[src/adc_serial_pkg.sv]
// constants and state encoding for the converter serial interface
package adc_serial_pkg;
    localparam int             CLK_PERIOD_NS     = 10;
    localparam int             FRAME_BITS        = 32;
    localparam int             ADDR_BITS         = 8;
    localparam int             CNT_W             = 6;
    localparam int             DLY_W             = 12;
    localparam int             DIV_W             = 3;
    localparam int             POR_W             = 17;
    // serial clock is the conversion clock divided by eight
    localparam int             SCK_DIV           = 8;
    localparam logic [DIV_W-1:0] SCK_RISE_PH     = 3'h0;
    localparam logic [DIV_W-1:0] SCK_FALL_PH     = DIV_W'(SCK_DIV / 2);
    // status test delay, internal oscillator
    localparam int             TEST_INT_NS       = 23000;
    localparam logic [DLY_W-1:0] TEST_INT_CYC    =
        DLY_W'((TEST_INT_NS + CLK_PERIOD_NS - 1) / CLK_PERIOD_NS);
    // status test delay, external oscillator: 3.6 periods
    localparam int             EXT_OSC_PERIOD_NS = 1000;
    localparam int             TEST_EXT_TENTHS   = 36;
    localparam logic [DLY_W-1:0] TEST_EXT_CYC    =
        DLY_W'((TEST_EXT_TENTHS * EXT_OSC_PERIOD_NS
                + 10 * CLK_PERIOD_NS - 1) / (10 * CLK_PERIOD_NS));
    // power-on reset window before the clock mode is caught
    localparam int             POR_NS            = 1000000;
    localparam int             POR_CYC           = POR_NS / CLK_PERIOD_NS;
    localparam logic [CNT_W-1:0] ADDR_LAST       = CNT_W'(ADDR_BITS - 1);
    localparam logic [CNT_W-1:0] LAST_RISE       = CNT_W'(FRAME_BITS - 1);
    localparam logic [CNT_W-1:0] FRAME_END       = CNT_W'(FRAME_BITS);
    localparam logic [ADDR_BITS-1:0] CHAN_RESET  = 8'h00;
    localparam logic [DLY_W-1:0] DLY_ONE         = 12'h001;
    typedef enum logic [3:0] {
        ST_CONV  = 4'h1,
        ST_SLEEP = 4'h2,
        ST_TEST  = 4'h4,
        ST_DATA  = 4'h8
    } state_e;
endpackage : adc_serial_pkg

[src/adc_serial_timing_modes.sv]
// serial result and channel-select interface with clock mode selection
// Functional notes
// chip select fall samples clock line; low selects external clock mode.
// clock high or floating at chip select fall selects internal mode.
// data output released while chip select is high.
// chip select low in convert or sleep shows busy flag, 1 or 0.
// finished conversion always enters sleep, whatever chip select does; code enters status test instead in internal mode with chip select low.
// sleep holds result until clock rises with chip select low.
// input sampled on each rising edge, output updated on falling edges.
// host takes flag on first rise and last bit on 32nd rise.
// external clock: 32nd falling edge starts conversion, output goes high.
// external clock: chip select rise mid-frame aborts, starts conversion.
// chip select rise before last address bit keeps previous channel.
// chip select tied low: clock mode caught at power-on reset end.
// result loaded into shift register when busy flag falls.
// internal mode: chip select low drives clock low, shows flag.
// internal mode: clock starts after status test delay.
// chip select rise within status test delay returns to sleep.
// polling host raises chip select before first rise to stay idle.
// internal mode: after 32nd rise output high, clock high, convert.
// internal mode: chip select rise mid-frame aborts, starts conversion.
// pull-up disabled while clock line low; low line means external.
// chip select rise within status test delay re-enables pull-up.
// internal serial clock is conversion clock divided by eight.
// serial input ignored while chip select high or converting.
// frame bit counter cleared at chip select fall and conversion start.
module adc_serial_timing_modes
    import adc_serial_pkg::*;
#(
    parameter int unsigned POR_CYCLES = POR_CYC
) (
    input  wire logic                 mclk,
    input  wire logic                 rst_n,
    input  wire logic                 csN,
    input  wire logic                 sckIn,
    output logic                      sckOut,
    output logic                      sckOe,
    output logic                      sckPullEn,
    input  wire logic                 sdi,
    output logic                      sdoOut,
    output logic                      sdoOe,
    input  wire logic                 oscSelectPinExt,
    input  wire logic                 convDone,
    input  wire logic [FRAME_BITS-1:0] convResult,
    output logic                      convStart,
    output logic [ADDR_BITS-1:0]      chanSel,
    output logic                      extMode
);

    logic [2:0]            pinRaw;
    logic [2:0]            s1_q, s2_q, s3_q, filt_q;
    logic                  csF, sckF, sdiF, csPrev_q, sckPrev_q;
    logic                  csFall, csRise, sckRise, sckFall;
    state_e                state_q;
    logic [CNT_W-1:0]      bitCnt_q;
    logic [DIV_W-1:0]      divCnt_q;
    logic [DLY_W-1:0]      dly_q;
    logic [POR_W-1:0]      porCnt_q;
    logic                  porDone_q;
    logic [FRAME_BITS-1:0] shift_q;
    logic [ADDR_BITS-1:0]  addrSh_q, chanSel_q;
    logic                  sckOut_q, sckOe_q, sckPullEn_q, reArm_q;
    logic                  sdoOut_q, sdoOe_q, convStart_q, extMode_q;
    logic                  extNow, rise, fall, firstRise, sample;
    logic [DLY_W-1:0]      testCyc;

    assign pinRaw = {csN, sckIn, sdi};

    // pins pass three flops; a level counts once stages two and three agree
    generate
        for (genvar i = 0; i < 3; i++) begin : g_sync
            always_ff @(posedge mclk or negedge rst_n) begin
                if (!rst_n) begin
                    s1_q[i]   <= 1'b1;
                    s2_q[i]   <= 1'b1;
                    s3_q[i]   <= 1'b1;
                    filt_q[i] <= 1'b1;
                end else begin
                    s1_q[i] <= pinRaw[i];
                    s2_q[i] <= s1_q[i];
                    s3_q[i] <= s2_q[i];
                    if (s2_q[i] == s3_q[i]) begin
                        filt_q[i] <= s3_q[i];
                    end
                end
            end
        end
    endgenerate

    assign csF  = filt_q[2];
    assign sckF = filt_q[1];
    assign sdiF = filt_q[0];

    // previous filtered levels for edge detection
    always_ff @(posedge mclk or negedge rst_n) begin
        if (!rst_n) begin
            csPrev_q  <= 1'b1;
            sckPrev_q <= 1'b1;
        end else begin
            csPrev_q  <= csF;
            sckPrev_q <= sckF;
        end
    end

    assign csFall  = csPrev_q & ~csF;
    assign csRise  = ~csPrev_q & csF;
    assign sckRise = ~sckPrev_q & sckF & ~csF;
    assign sckFall = sckPrev_q & ~sckF & ~csF;
    // mode is re-chosen on the very edge, so use the fresh choice at once
    assign extNow  = csFall ? ~sckF : extMode_q;
    // internal clock edges come from the divider phase
    assign rise = extMode_q ? sckRise : (divCnt_q == SCK_RISE_PH);
    assign fall = extMode_q ? sckFall : (divCnt_q == SCK_FALL_PH);
    assign firstRise = (state_q == ST_SLEEP) & extNow & sckRise
                       & ~csFall & porDone_q;
    // input sampled only in the frame, never converting or deselected
    assign sample = firstRise | ((state_q == ST_DATA) & rise & ~csF);
    assign testCyc = oscSelectPinExt ? TEST_EXT_CYC : TEST_INT_CYC;

    // power-on window; a strap-like level is caught at its end
    always_ff @(posedge mclk or negedge rst_n) begin
        if (!rst_n) begin
            porCnt_q  <= '0;
            porDone_q <= 1'b0;
        end else if (!porDone_q) begin
            porCnt_q <= porCnt_q + 1'b1;
            if (porCnt_q >= POR_W'(POR_CYCLES - 1)) begin
                porDone_q <= 1'b1;
            end
        end
    end

    // clock mode: at power-on end and at every chip select fall after it
    always_ff @(posedge mclk or negedge rst_n) begin
        if (!rst_n) begin
            extMode_q <= 1'b0;
        end else if (!porDone_q) begin
            if (porCnt_q >= POR_W'(POR_CYCLES - 1)) begin
                extMode_q <= ~sckF;
            end
        end else if (csFall) begin
            extMode_q <= ~sckF;
        end
    end

    // re-arm holds the pull-up on until the filtered line has come back
    // high; without it the stale low level switches the pull-up off again
    always_ff @(posedge mclk or negedge rst_n) begin
        if (!rst_n) begin
            reArm_q <= 1'b0;
        end else if (state_q == ST_TEST && csRise) begin
            reArm_q <= 1'b1;
        end else if (sckF || csFall) begin
            reArm_q <= 1'b0;
        end
    end

    // pull-up: off while line low, back on when polling ends early
    always_ff @(posedge mclk or negedge rst_n) begin
        if (!rst_n) begin
            sckPullEn_q <= 1'b1;
        end else if (state_q == ST_TEST && csRise) begin
            sckPullEn_q <= 1'b1;
        end else if (reArm_q) begin
            sckPullEn_q <= 1'b1;
        end else if (!sckF) begin
            sckPullEn_q <= 1'b0;
        end else begin
            sckPullEn_q <= 1'b1;
        end
    end

    // conversion cycle, frame counting and status test delay
    always_ff @(posedge mclk or negedge rst_n) begin
        if (!rst_n) begin
            state_q     <= ST_CONV;
            bitCnt_q    <= '0;
            divCnt_q    <= '0;
            dly_q       <= '0;
            convStart_q <= 1'b0;
        end else begin
            convStart_q <= 1'b0;
            divCnt_q    <= divCnt_q + 1'b1;
            if (csFall) begin
                bitCnt_q <= '0;
            end
            if (porDone_q) begin
                unique case (state_q)
                    ST_CONV: begin
                        if (convDone && !extMode_q && !csF) begin
                            state_q <= ST_TEST;
                            dly_q   <= testCyc;
                        end else if (convDone) begin
                            state_q <= ST_SLEEP;
                        end
                    end
                    ST_SLEEP: begin
                        if (csFall && sckF) begin
                            state_q <= ST_TEST;
                            dly_q   <= testCyc;
                        end else if (firstRise) begin
                            state_q  <= ST_DATA;
                            bitCnt_q <= 6'h01;
                        end
                    end
                    ST_TEST: begin
                        if (csRise) begin
                            state_q <= ST_SLEEP;
                        end else if (dly_q <= DLY_ONE) begin
                            state_q  <= ST_DATA;
                            divCnt_q <= SCK_RISE_PH;
                            bitCnt_q <= '0;
                        end else begin
                            dly_q <= dly_q - 1'b1;
                        end
                    end
                    ST_DATA: begin
                        if (csRise) begin
                            state_q     <= ST_CONV;
                            convStart_q <= 1'b1;
                            bitCnt_q    <= '0;
                        end else if (!extMode_q && rise
                                     && bitCnt_q == LAST_RISE) begin
                            state_q     <= ST_CONV;
                            convStart_q <= 1'b1;
                            bitCnt_q    <= '0;
                        end else if (extMode_q && fall
                                     && bitCnt_q == FRAME_END) begin
                            state_q     <= ST_CONV;
                            convStart_q <= 1'b1;
                            bitCnt_q    <= '0;
                        end else if (rise) begin
                            bitCnt_q <= bitCnt_q + 1'b1;
                        end
                    end
                endcase
            end
        end
    end

    // result register: load at end of conversion, shift on falling edges
    always_ff @(posedge mclk or negedge rst_n) begin
        if (!rst_n) begin
            shift_q <= '0;
        end else if (state_q == ST_CONV && convDone) begin
            shift_q <= convResult;
        end else if (state_q == ST_DATA && fall && !csF) begin
            shift_q <= {shift_q[FRAME_BITS-2:0], 1'b0};
        end
    end

    // channel address: committed only with its last bit, so a cut frame
    // leaves the old selection in place
    always_ff @(posedge mclk or negedge rst_n) begin
        if (!rst_n) begin
            addrSh_q  <= '0;
            chanSel_q <= CHAN_RESET;
        end else if (sample) begin
            addrSh_q <= {addrSh_q[ADDR_BITS-2:0], sdiF};
            if (bitCnt_q == ADDR_LAST) begin
                chanSel_q <= {addrSh_q[ADDR_BITS-2:0], sdiF};
            end
        end
    end

    // pin drivers; the clock line is driven only in internal mode
    always_ff @(posedge mclk or negedge rst_n) begin
        if (!rst_n) begin
            sdoOe_q  <= 1'b0;
            sdoOut_q <= 1'b1;
            sckOe_q  <= 1'b0;
            sckOut_q <= 1'b1;
        end else begin
            sdoOe_q <= ~csF;
            unique case (state_q)
                ST_CONV:  sdoOut_q <= 1'b1;
                ST_DATA:  sdoOut_q <= shift_q[FRAME_BITS-1];
                default:  sdoOut_q <= 1'b0;
            endcase
            sckOe_q <= porDone_q & ~extMode_q & ~csF;
            if (state_q == ST_DATA) begin
                if (rise) begin
                    sckOut_q <= 1'b1;
                end else if (fall) begin
                    sckOut_q <= 1'b0;
                end
            end else begin
                sckOut_q <= (state_q == ST_CONV);
            end
        end
    end

    assign sckOut    = sckOut_q;
    assign sckOe     = sckOe_q;
    assign sckPullEn = sckPullEn_q;
    assign sdoOut    = sdoOut_q;
    assign sdoOe     = sdoOe_q;
    assign convStart = convStart_q;
    assign chanSel   = chanSel_q;
    assign extMode   = extMode_q;
endmodule : adc_serial_timing_modes

[config.mk]
export PLATFORM = sky130hd
export DESIGN_NAME = adc_serial_timing_modes
export DESIGN_NICKNAME = d
export VERILOG_FILES = /design/src/adc_serial_pkg.sv /design/src/adc_serial_timing_modes.sv
export SDC_FILE = /design/constraint.sdc
export NUM_CORES = 1
export LEC_CHECK = 0
export BUFFER_PORTS_ARGS = -buffer_cell sky130_fd_sc_hd__buf_2
export CAP_MARGIN = 20
export CORE_ASPECT_RATIO = 1.1
export CORE_UTILIZATION = 45
export DETAILED_ROUTE_END_ITERATION = 8
export PLACE_DENSITY_LB_ADDON = 0.05
export SKIP_LAST_GASP = 1
export SLEW_MARGIN = 25
export SYNTH_ARGS = -nofsm -noshare
export SYNTH_HDL_FRONTEND = slang
export SYNTH_SLANG_ARGS = --single-unit
[constraint.sdc]
create_clock -name mclk -period 3.6 [get_ports mclk]
set_clock_uncertainty 0.2 [all_clocks]
set_input_delay 0.9 -clock mclk [delete_from_list [all_inputs] [get_ports mclk]]
set_output_delay 0.9 -clock mclk [all_outputs]
set_load 0.01 [all_outputs]
==> results of run 1 <==
==> worst max-delay path: cells and delay by family, from the launching register on <==
family | cells | cell delay (ns)
AO/OA/AOI/OAI | 4 | 1.57
AND/OR/NAND/NOR | 1 | 0.59
flip-flops | 1 | 0.45
==> cells in the final DEF, fill, tap and decap left out, types with 4 or more instances in the layout <==
cell	n
mux2i_1	33
mux2_4	8
buf_4	7
and3_1	4
nor4b_1	4
mux2_2	11
nor2_1	19
ha_1	7
or3b_2	4
o21ai_0	44
dfstp_2	18
or2_2	4
nor4_1	5
buf_2	52
o31ai_1	4
or3_1	6
dfrtp_1	94
xnor2_1	13
xor2_1	6
a211oi_1	4
nand3_1	12
nand2_1	59
inv_1	19
a21oi_1	13
a31oi_1	7
nor3_1	8
clkbuf_16	9
o21a_1	4
==> routing by layer <==
| metal | track usage [%] | up-vias |
|---|---|---|
| met4 | 9.259 | 0 |
| met5 | 0 | - |
| li1 | - | 1837 |
| met1 | 23.76 | 1747 |
| met3 | 4.218 | 18 |
| met2 | 30.70 | 54 |
==> per-stage QoR <==
stage / hold slack, ns / std cells / worst slack (ns) / total power (W)
6_report: 0.1496 / 693 / 0.6755 / 0.002466
5_1_grt: 0.1542 / 693 / 0.3761 / 0.002570
4_1_cts: 0.1506 / 693 / 0.6690 / 0.002510
3_5_place_dp: 0.1468 / 677 / 0.6056 / 0.001401
3_3_place_gp: 0.1457 / 677 / 0.6308 / 0.001399
2_1_floorplan: 0.1452 / 487 / 1.024 / 0.001337
==> state kept, by name (all words and copies together), names as in the netlist, 3 cells and up <==
signal    cells
chanSel       8
s1_q          3
addrSh_q      7
shift_q      32
bitCnt_q      6
state_q       4
porCnt_q     17
s3_q          3
s2_q          3
divCnt_q      3
dly_q        12
==> cell families after synthesis <==
| logic type | share of synthesized area [%] |
|---|---|
| multiplexers | 10.82 |
| AO/OA/AOI/OAI | 12.42 |
| buffers and inverters | 3.111 |
| XOR/XNOR | 3.135 |
| flip-flops | 53.22 |
| adder cells (fa/ha/maj) | 2.215 |
| AND/OR/NAND/NOR | 15.08 |
==> worst max-delay path by stage <==
stage / startpoint / endpoint / slack (ns) / depth (start not counted)
floorplan: state_q[3] / chanSel[0] / 1.02 / 7
global placement: convDone / dly_q[6] / 0.63 / 6
detailed placement: convDone / dly_q[6] / 0.61 / 6
CTS: state_q[1] / dly_q[6] / 0.67 / 4
global route: dly_q[7] / dly_q[6] / 0.38 / 5
finish: dly_q[7] / dly_q[6] / 0.68 / 5
==> power groups by stage <==
stage / Combinational [W] / Sequential (W) / Clock, W
2_1_floorplan: 0.0000247 / 0.00131 / 0
3_3_place_gp: 0.0000825 / 0.00132 / 0
3_5_place_dp: 0.0000838 / 0.00132 / 0
4_1_cts: 0.0000840 / 0.00129 / 0.00113
5_1_grt: 0.0000924 / 0.00130 / 0.00118
6_report: 0.0000808 / 0.00129 / 0.00109
==> final cells by class <==
cell class | instances | area [µm²]
timing repair buffer | 60 | 332.8
sequential | 112 | 2825
inverter | 19 | 71.32
clock inverter | 5 | 87.58
multi-input combinational | 336 | 2332
clock buffer | 11 | 242.7
tap | 150 | 187.7
fill | 1064 | 5411
==> impl_metrics.ini, run 1 <==
[route]
vias = 3656
wl_per_cell_um = 14.74
wirelength_mm = 10.21
dr_wl_met2_mm = 4.818
wl_met3_um = 337
drtIter0Drc = 187
antenna_left = 0
viasPerCell = 5.276
first_pass_iters = 4
met1_length_mm = 4.812
drc_errors = 0
top_layer_used = met4

[synthesis]
yosys.area.top_type = dfrtp_1
synth_area_leaders = dfrtp_1 (44%), dfstp_2 (8.9%), mux2i_1 (6.2%), nand2_1 (4.2%), o21ai_0 (4.1%)
syn_inst = 487
synth_edf_count = 0
ys.flop_type = dfrtp_1
synth_area_um2 = 5309
synth_nets = 533
syn_area_per_cell_um2 = 10.90
ys_types = 64
synth_common_cells = dfrtp_1 (94), nand2_1 (60), o21ai_0 (44), mux2i_1 (33)
synth_seq_cells = 112
synthDominantCellAreaShare_pct = 44.31
yosysMostFrequentCell = dfrtp_1
synth.yosys.seq_area_share_pct = 53.22
synth_warnings = 0
postSynth.asyncResetShare_pct = 100.0

[setup_path]
end_kind = register
rr_endpoint = dly_q[6]
path_cells = nor4_1 -> a41oi_1 -> o211ai_1 -> o21ba_2 -> o22a_1
critPathMaxStageDelay_ns = 0.81
r2r-start = dly_q[7]
ff2ff_path_depth = 5
cp.required_ns = 3.64
critPathSlowestCell = o211ai_1
crit_arrival_ns = 2.96
critPathKind = register to register
r2r_slack_ns = 0.68
crit_fanout = 13
startpoint_type = register

[min_path]
hold_path_class = register to register
hold_end = s2_q[0]
hp-start = s1_q[0]
whs_path_depth = 0

[floorplan]
die_w_um = 105.6
die_y_um = 115.9
pin_count = 54
die_area_um2 = 12240
start_util_pct = 46.20
std_cell_rows = 41
fp.coreArea_um2 = 11490

[timing]
finalMaxSlewViolations = 0
rsz0062_at_grt = false
finalSetupTns_ns = 0
tightest_slew_ns = 0.9164
period_minus_slack_ns = 2.925
finalSetupViolations = 0
finalCritPeriodShare_pct = 81.24
hold_viol = 0
relSlewSlack_pct = 38.64
fmax_mhz = 341.9

[placed_design]
placed_area_um2 = 5749
hpwl_mm = 7.132
port_buffers = 53
gp_congestion = 0.8177

[cts]
hold_buffers = 0
cts_buffers = 9
clk_latency_ns = 0.35
cts_tree = done
clk_path_buf_depth = 2
ctsHtreeMaxLevel = 3
cts_resized = 0
cts_root_buf = clkbuf_16
cts.clk_slew.worst_paths_ns = 0.07
cts_setup_buffers = 0
numClockSinks = 112

[power_and_ir_drop]
peakVddDrop_mv = 0.2498
pwr-share-clk_pct = 44.3
switchingPower_w = 0.0005163
power.internal_w = 0.001949
p_seq_share_pct = 52.4
power_density_nw_per_um2 = 405.6
power_frac_comb_pct = 3.3
p_leak_nw = 2.914
swShare_pct = 20.94

[finish]
post-route-util_pct = 52.91
final_area_um2 = 6080
nNetsFinal = 584
syn2layout_area_growth_pct = 14.52
antennaDiodeCount = 0
drive_above_1_share_pct = 24.13

[global_route]
antenna_found_initial = 0
grt_pass1_vias = 3678
grt-ovfl-total = 0
grt_pass1_wl_mm = 17.78
track_usage_pct = 18.78
grt_max_degree = 63

[flow_run]
drv_cap = 0

[outcome]
outcome = finished clean
Power figures use the tool's default switching activity.
==> run 2: changes to the inputs <==
Clock period 3.6 ns to 3.05 ns, I/O delays scaled along.
==> run 2 against run 1 <==
Effect of this change:
- largest cell class unchanged
- sequential power increased by 19%
- fmax increased by 6.5%
- sequential share of layout area decreased by 0.067 points
- first-iteration DRC count decreased by 17%
- global-route usage decreased by 0.42 points
==> impl_metrics.ini, run 2 (synthesis results as in run 1) <==
[outcome]
outcome = finished clean

[cts]
hold_buffers = 0
numClockSinks = 112
cts.clk_slew.worst_paths_ns = 0.08
ctsHtreeMaxLevel = 3
clk_path_buf_depth = 2
cts_setup_buffers = 0
cts_root_buf = clkbuf_16
cts_buffers = 9
cts_resized = 0
cts_tree = done
clk_latency_ns = 0.36

[setup_path]
critPathMaxStageDelay_ns = 0.67
startpoint_type = register
critPathSlowestCell = or4b_2
critPathKind = register to register
path_cells = or4b_2 -> o211ai_1 -> o211ai_1 -> buf_4 -> a211o_1 -> nand2_1
crit_fanout = 9
end_kind = register
crit_arrival_ns = 2.84
cp.required_ns = 3.14
cpMostUsedCell = o211ai_1

[finish]
regMostFlops = shift_q
nNetsFinal = 589
drive_above_1_share_pct = 25.00
syn2layout_area_growth_pct = 14.68
antennaDiodeCount = 0
final_common_cell = dfrtp_1
largest_register_ffs = 32
top_regs = shift_q x32, porCnt_q x17, dly_q x12
final_cell_mix = dfrtp_1 (94), nand2_1 (59), buf_2 (52), o21ai_0 (44), mux2i_1 (33)

[timing]
rsz0062_at_grt = false
tightest_slew_ns = 0.6879
finalSetupTns_ns = 0
period_minus_slack_ns = 2.745
relSlewSlack_pct = 53.50
finalMaxSlewViolations = 0
fin_ws_ns = 0.3048
hold_viol = 0
fmax_mhz = 364.3
finalCritPeriodShare_pct = 90.01
finalSetupViolations = 0

[route]
wirelength_mm = 10.39
first_pass_iters = 4
viasPerCell = 5.287
drtIter0Drc = 155
antenna_left = 0
wl_per_cell_um = 14.89
vias = 3690
drc_errors = 0

[placed_design]
port_buffers = 53
place_ws_ns = 0.2401
gp_congestion = 0.8096
hpwl_mm = 7.374

[power_and_ir_drop]
power_density_nw_per_um2 = 463.3
peakVddDrop_mv = 0.3839
finalPower_w = 0.002821
p_leak_nw = 2.927

[floorplan]
die_w_um = 105.6
fp.coreArea_um2 = 11490
pin_count = 54
die_area_um2 = 12240
die_y_um = 115.9
std_cell_rows = 41
start_util_pct = 46.20

[flow_run]
drv_cap = 0

[global_route]
grt_max_degree = 43
grt_pass1_wl_mm = 17.53
track_usage_pct = 18.35
grt_pass1_vias = 3542
antenna_found_initial = 0
grt-ovfl-total = 0

[min_path]
hold_path_class = register to register
==> run 2: cell count changes in the layout (fill, tap and decap cells not counted) <==
cell       change
buf_4          +5
bufinv_16      -1
clkbuf_1       -1
clkbuf_8       -1
clkinv_2       +2
inv_6          +1
==> run 2: power by group <==
group | internal, W | switching [W] | total [W]
combinational | 0.0000386 | 0.0000586 | 0.0000971
clock | 0.000646 | 0.000552 | 0.00120
sequential | 0.00151 | 0.0000148 | 0.00153
total | 0.00220 | 0.000626 | 0.00282
==> run 2: metrics by stage <==
step	instance area (µm²)	util (%)	hold slack (ns)	std cells
after floorplan	5309	-	0.1452	487
after global placement	5787	50.36	0.1458	682
after detailed placement	5787	50.36	0.1475	682
after CTS	6088	52.98	0.1583	698
after global routing	6088	52.98	0.1607	698
final	6088	52.98	0.1570	698
==> run 2: path summary, 6_finish.rpt <==
check,startpoint,end,slack (ns),depth (start not counted)
setup / recovery,state_q[0],dly_q[3],0.30,6
hold / removal,s1_q[2],s2_q[2],0.16,0
setup reg to reg,state_q[0],dly_q[3],0.30,6
hold reg to reg,s1_q[2],s2_q[2],0.16,0
max in group asynchronous,rst_n,sdiF,1.73,2
min in group asynchronous,rst_n,shift_q[6],0.20,1
==> run 2: worst max-delay path: cells and delay by family (launching register included) <==
family	cells	cell delay, ns
AO/OA/AOI/OAI	3	0.87
AND/OR/NAND/NOR	2	0.73
flip-flops	1	0.60
buffers and inverters	1	0.27
==> run 2: per-layer routing <==
metal | GRT usage [%] | up-vias | part of all wire (%)
li1 | - | 1851 | -
met1 | 24.54 | 1775 | 48
met2 | 29.25 | 54 | 47
met3 | 5.681 | 10 | 3.7
met4 | 4.722 | 0 | 1.0
met5 | 0 | - | 0
==> run 2: layout make-up <==
cell class / count / area, µm²
fill: 1032 / 5403
timing repair buffer: 65 / 370.4
clock inverter: 7 / 76.32
clock buffer: 9 / 225.2
tap: 150 / 187.7
inverter: 19 / 71.32
sequential: 112 / 2825
multi-input combinational: 336 / 2332
==> run 3: changes to the inputs <==
Settings changed: ABC_CLOCK_PERIOD_IN_PS set to 3050, PLACE_DENSITY set to 0.63, PLACE_DENSITY_LB_ADDON 0.05 to unset.
==> run 3 against run 2 <==
Effect of this change:
- non-clock buffer count decreased by 1
- worst setup slack better by 0.030 ns
- register-to-register slack improved by 0.03 ns
- sequential share of layout area is 0.11 points higher
- fmax is 1.1% higher
- clock power fell by 8%
- total power fell by 3.6%
- combinational power fell by 2%
- via count grew 0.46%
- highest routed layer unchanged
==> impl_metrics.ini, run 3 (synthesis results as in run 1) <==
[finish]
largest_register_ffs = 32
top_regs = shift_q x32, porCnt_q x17, dly_q x12
final_area_um2 = 6073
drive_above_1_share_pct = 24.68
syn2layout_area_growth_pct = 14.40
regMostFlops = shift_q
fin_cells = 697
final_cell_mix = dfrtp_1 (94), nand2_1 (59), buf_2 (52), o21ai_0 (44), mux2i_1 (33)
final_common_cell = dfrtp_1
nNetsFinal = 588
antennaDiodeCount = 0

[route]
wirelength_mm = 10.15
wl_per_cell_um = 14.56
drtIter0Drc = 223
viasPerCell = 5.319
first_pass_iters = 4
antenna_left = 0
vias = 3707
drc_errors = 0

[power_and_ir_drop]
peakVddDrop_mv = 0.2414
p_leak_nw = 2.919
power_density_nw_per_um2 = 447.6

[timing]
fmax_mhz = 368.3
rsz0062_at_grt = false
period_minus_slack_ns = 2.715
tightest_slew_ns = 0.7607
hold_viol = 0
finalMaxSlewViolations = 0
finalCritPeriodShare_pct = 89.02
finalSetupTns_ns = 0
relSlewSlack_pct = 48.58
finalSetupViolations = 0

[floorplan]
fp.coreArea_um2 = 11490
pin_count = 54
start_util_pct = 46.20
die_y_um = 115.9
die_area_um2 = 12240
die_w_um = 105.6
std_cell_rows = 41

[setup_path]
crit_buf_inv = 0
crit_fanout = 10
critPathMaxStageDelay_ns = 0.62
worst_path_dominant_cell_family = simple AND/OR/NAND/NOR gates
critPathKind = register to register
critPathSlowestCell = or4b_1
end_kind = register
cp.required_ns = 3.08
path_cells = or4b_1 -> nor2_2 -> a2bb2oi_4 -> or4_4 -> mux2_4
startpoint_type = register
crit_arrival_ns = 2.74

[global_route]
grt-ovfl-total = 0
antenna_found_initial = 0
grt_max_degree = 50
grt_pass1_vias = 3799
grt_pass1_wl_mm = 17.91
track_usage_pct = 18.33

[cts]
cts_buffers = 9
hold_buffers = 0
clk_latency_ns = 0.35
numClockSinks = 112
ctsHtreeMaxLevel = 3
cts_root_buf = clkbuf_16
cts.clk_slew.worst_paths_ns = 0.07
clk_path_buf_depth = 2
cts_tree = done
cts_setup_buffers = 0
cts_resized = 0

[placed_design]
hpwl_mm = 7.209
port_buffers = 53
gp_congestion = 0.8505
placedCellCount = 680
placed_area_um2 = 5772

[flow_run]
drv_cap = 0

[outcome]
outcome = finished clean

[min_path]
hold_path_class = input pin to async pin
## run 3: cell types whose count changed in the layout (fill, tap and decap cells not counted)
cell       change
buf_16         +1
buf_4          -2
bufinv_16      -1
clkbuf_1       +1
clkbuf_8       +1
clkinv_2       +1
inv_6          -1
inv_8          -1
## run 3: cell type report
type	count	area, µm²
inverters	19	71.32
repair buffers	64	382.9
well taps	150	187.7
multi-input cells	336	2332
flip-flops and latches	112	2825
clock buffers	11	242.7
fillers	1058	5418
clock inverters	5	31.28
## run 3: worst paths after layout
path,startpoint,endpoint,slack (ns),cells past startpoint
setup / recovery,state_q[1],chanSel[2],0.33,5
hold / removal,rst_n,shift_q[7],0.08,1
setup reg to reg,state_q[1],chanSel[2],0.33,5
hold reg to reg,s1_q[2],s2_q[2],0.16,0
max in group asynchronous,rst_n,sckPrev_q,1.87,2
min in group mclk,s1_q[2],s2_q[2],0.16,0
## run 3: metal layers
| metal | vias to the layer above | GRT usage, % | routed length, µm |
|---|---|---|---|
| met5 | - | 0 | 0 |
| met4 | 0 | 6.389 | 170 |
| met3 | 15 | 4.106 | 380 |
| met2 | 60 | 29.96 | 4786 |
| met1 | 1786 | 24.30 | 4814 |
| li1 | 1846 | - | - |
## run 3: where the power goes
part	leakage (nW)	total, W	internal, W	switching, W
sequential	1.46	0.00153	0.00151	0.0000140
combinational	1.32	0.0000955	0.0000386	0.0000569
clock	0.136	0.00110	0.000576	0.000522
total	2.92	0.00272	0.00213	0.000593
## run 3: through the flow
stage / utilization (%) / hold WS (ns) / total power, W / setup WS (ns)
2_1_floorplan: - / 0.1452 / 0.001578 / 0.4742
3_3_place_gp: 50.23 / 0.1458 / 0.001650 / 0.3184
3_5_place_dp: 50.23 / 0.1468 / 0.001652 / 0.2943
4_1_cts: 52.61 / 0.07867 / 0.002751 / 0.3348
5_1_grt: 52.85 / 0.07980 / 0.002828 / 0.1067
6_report: 52.85 / 0.07854 / 0.002718 / 0.3350
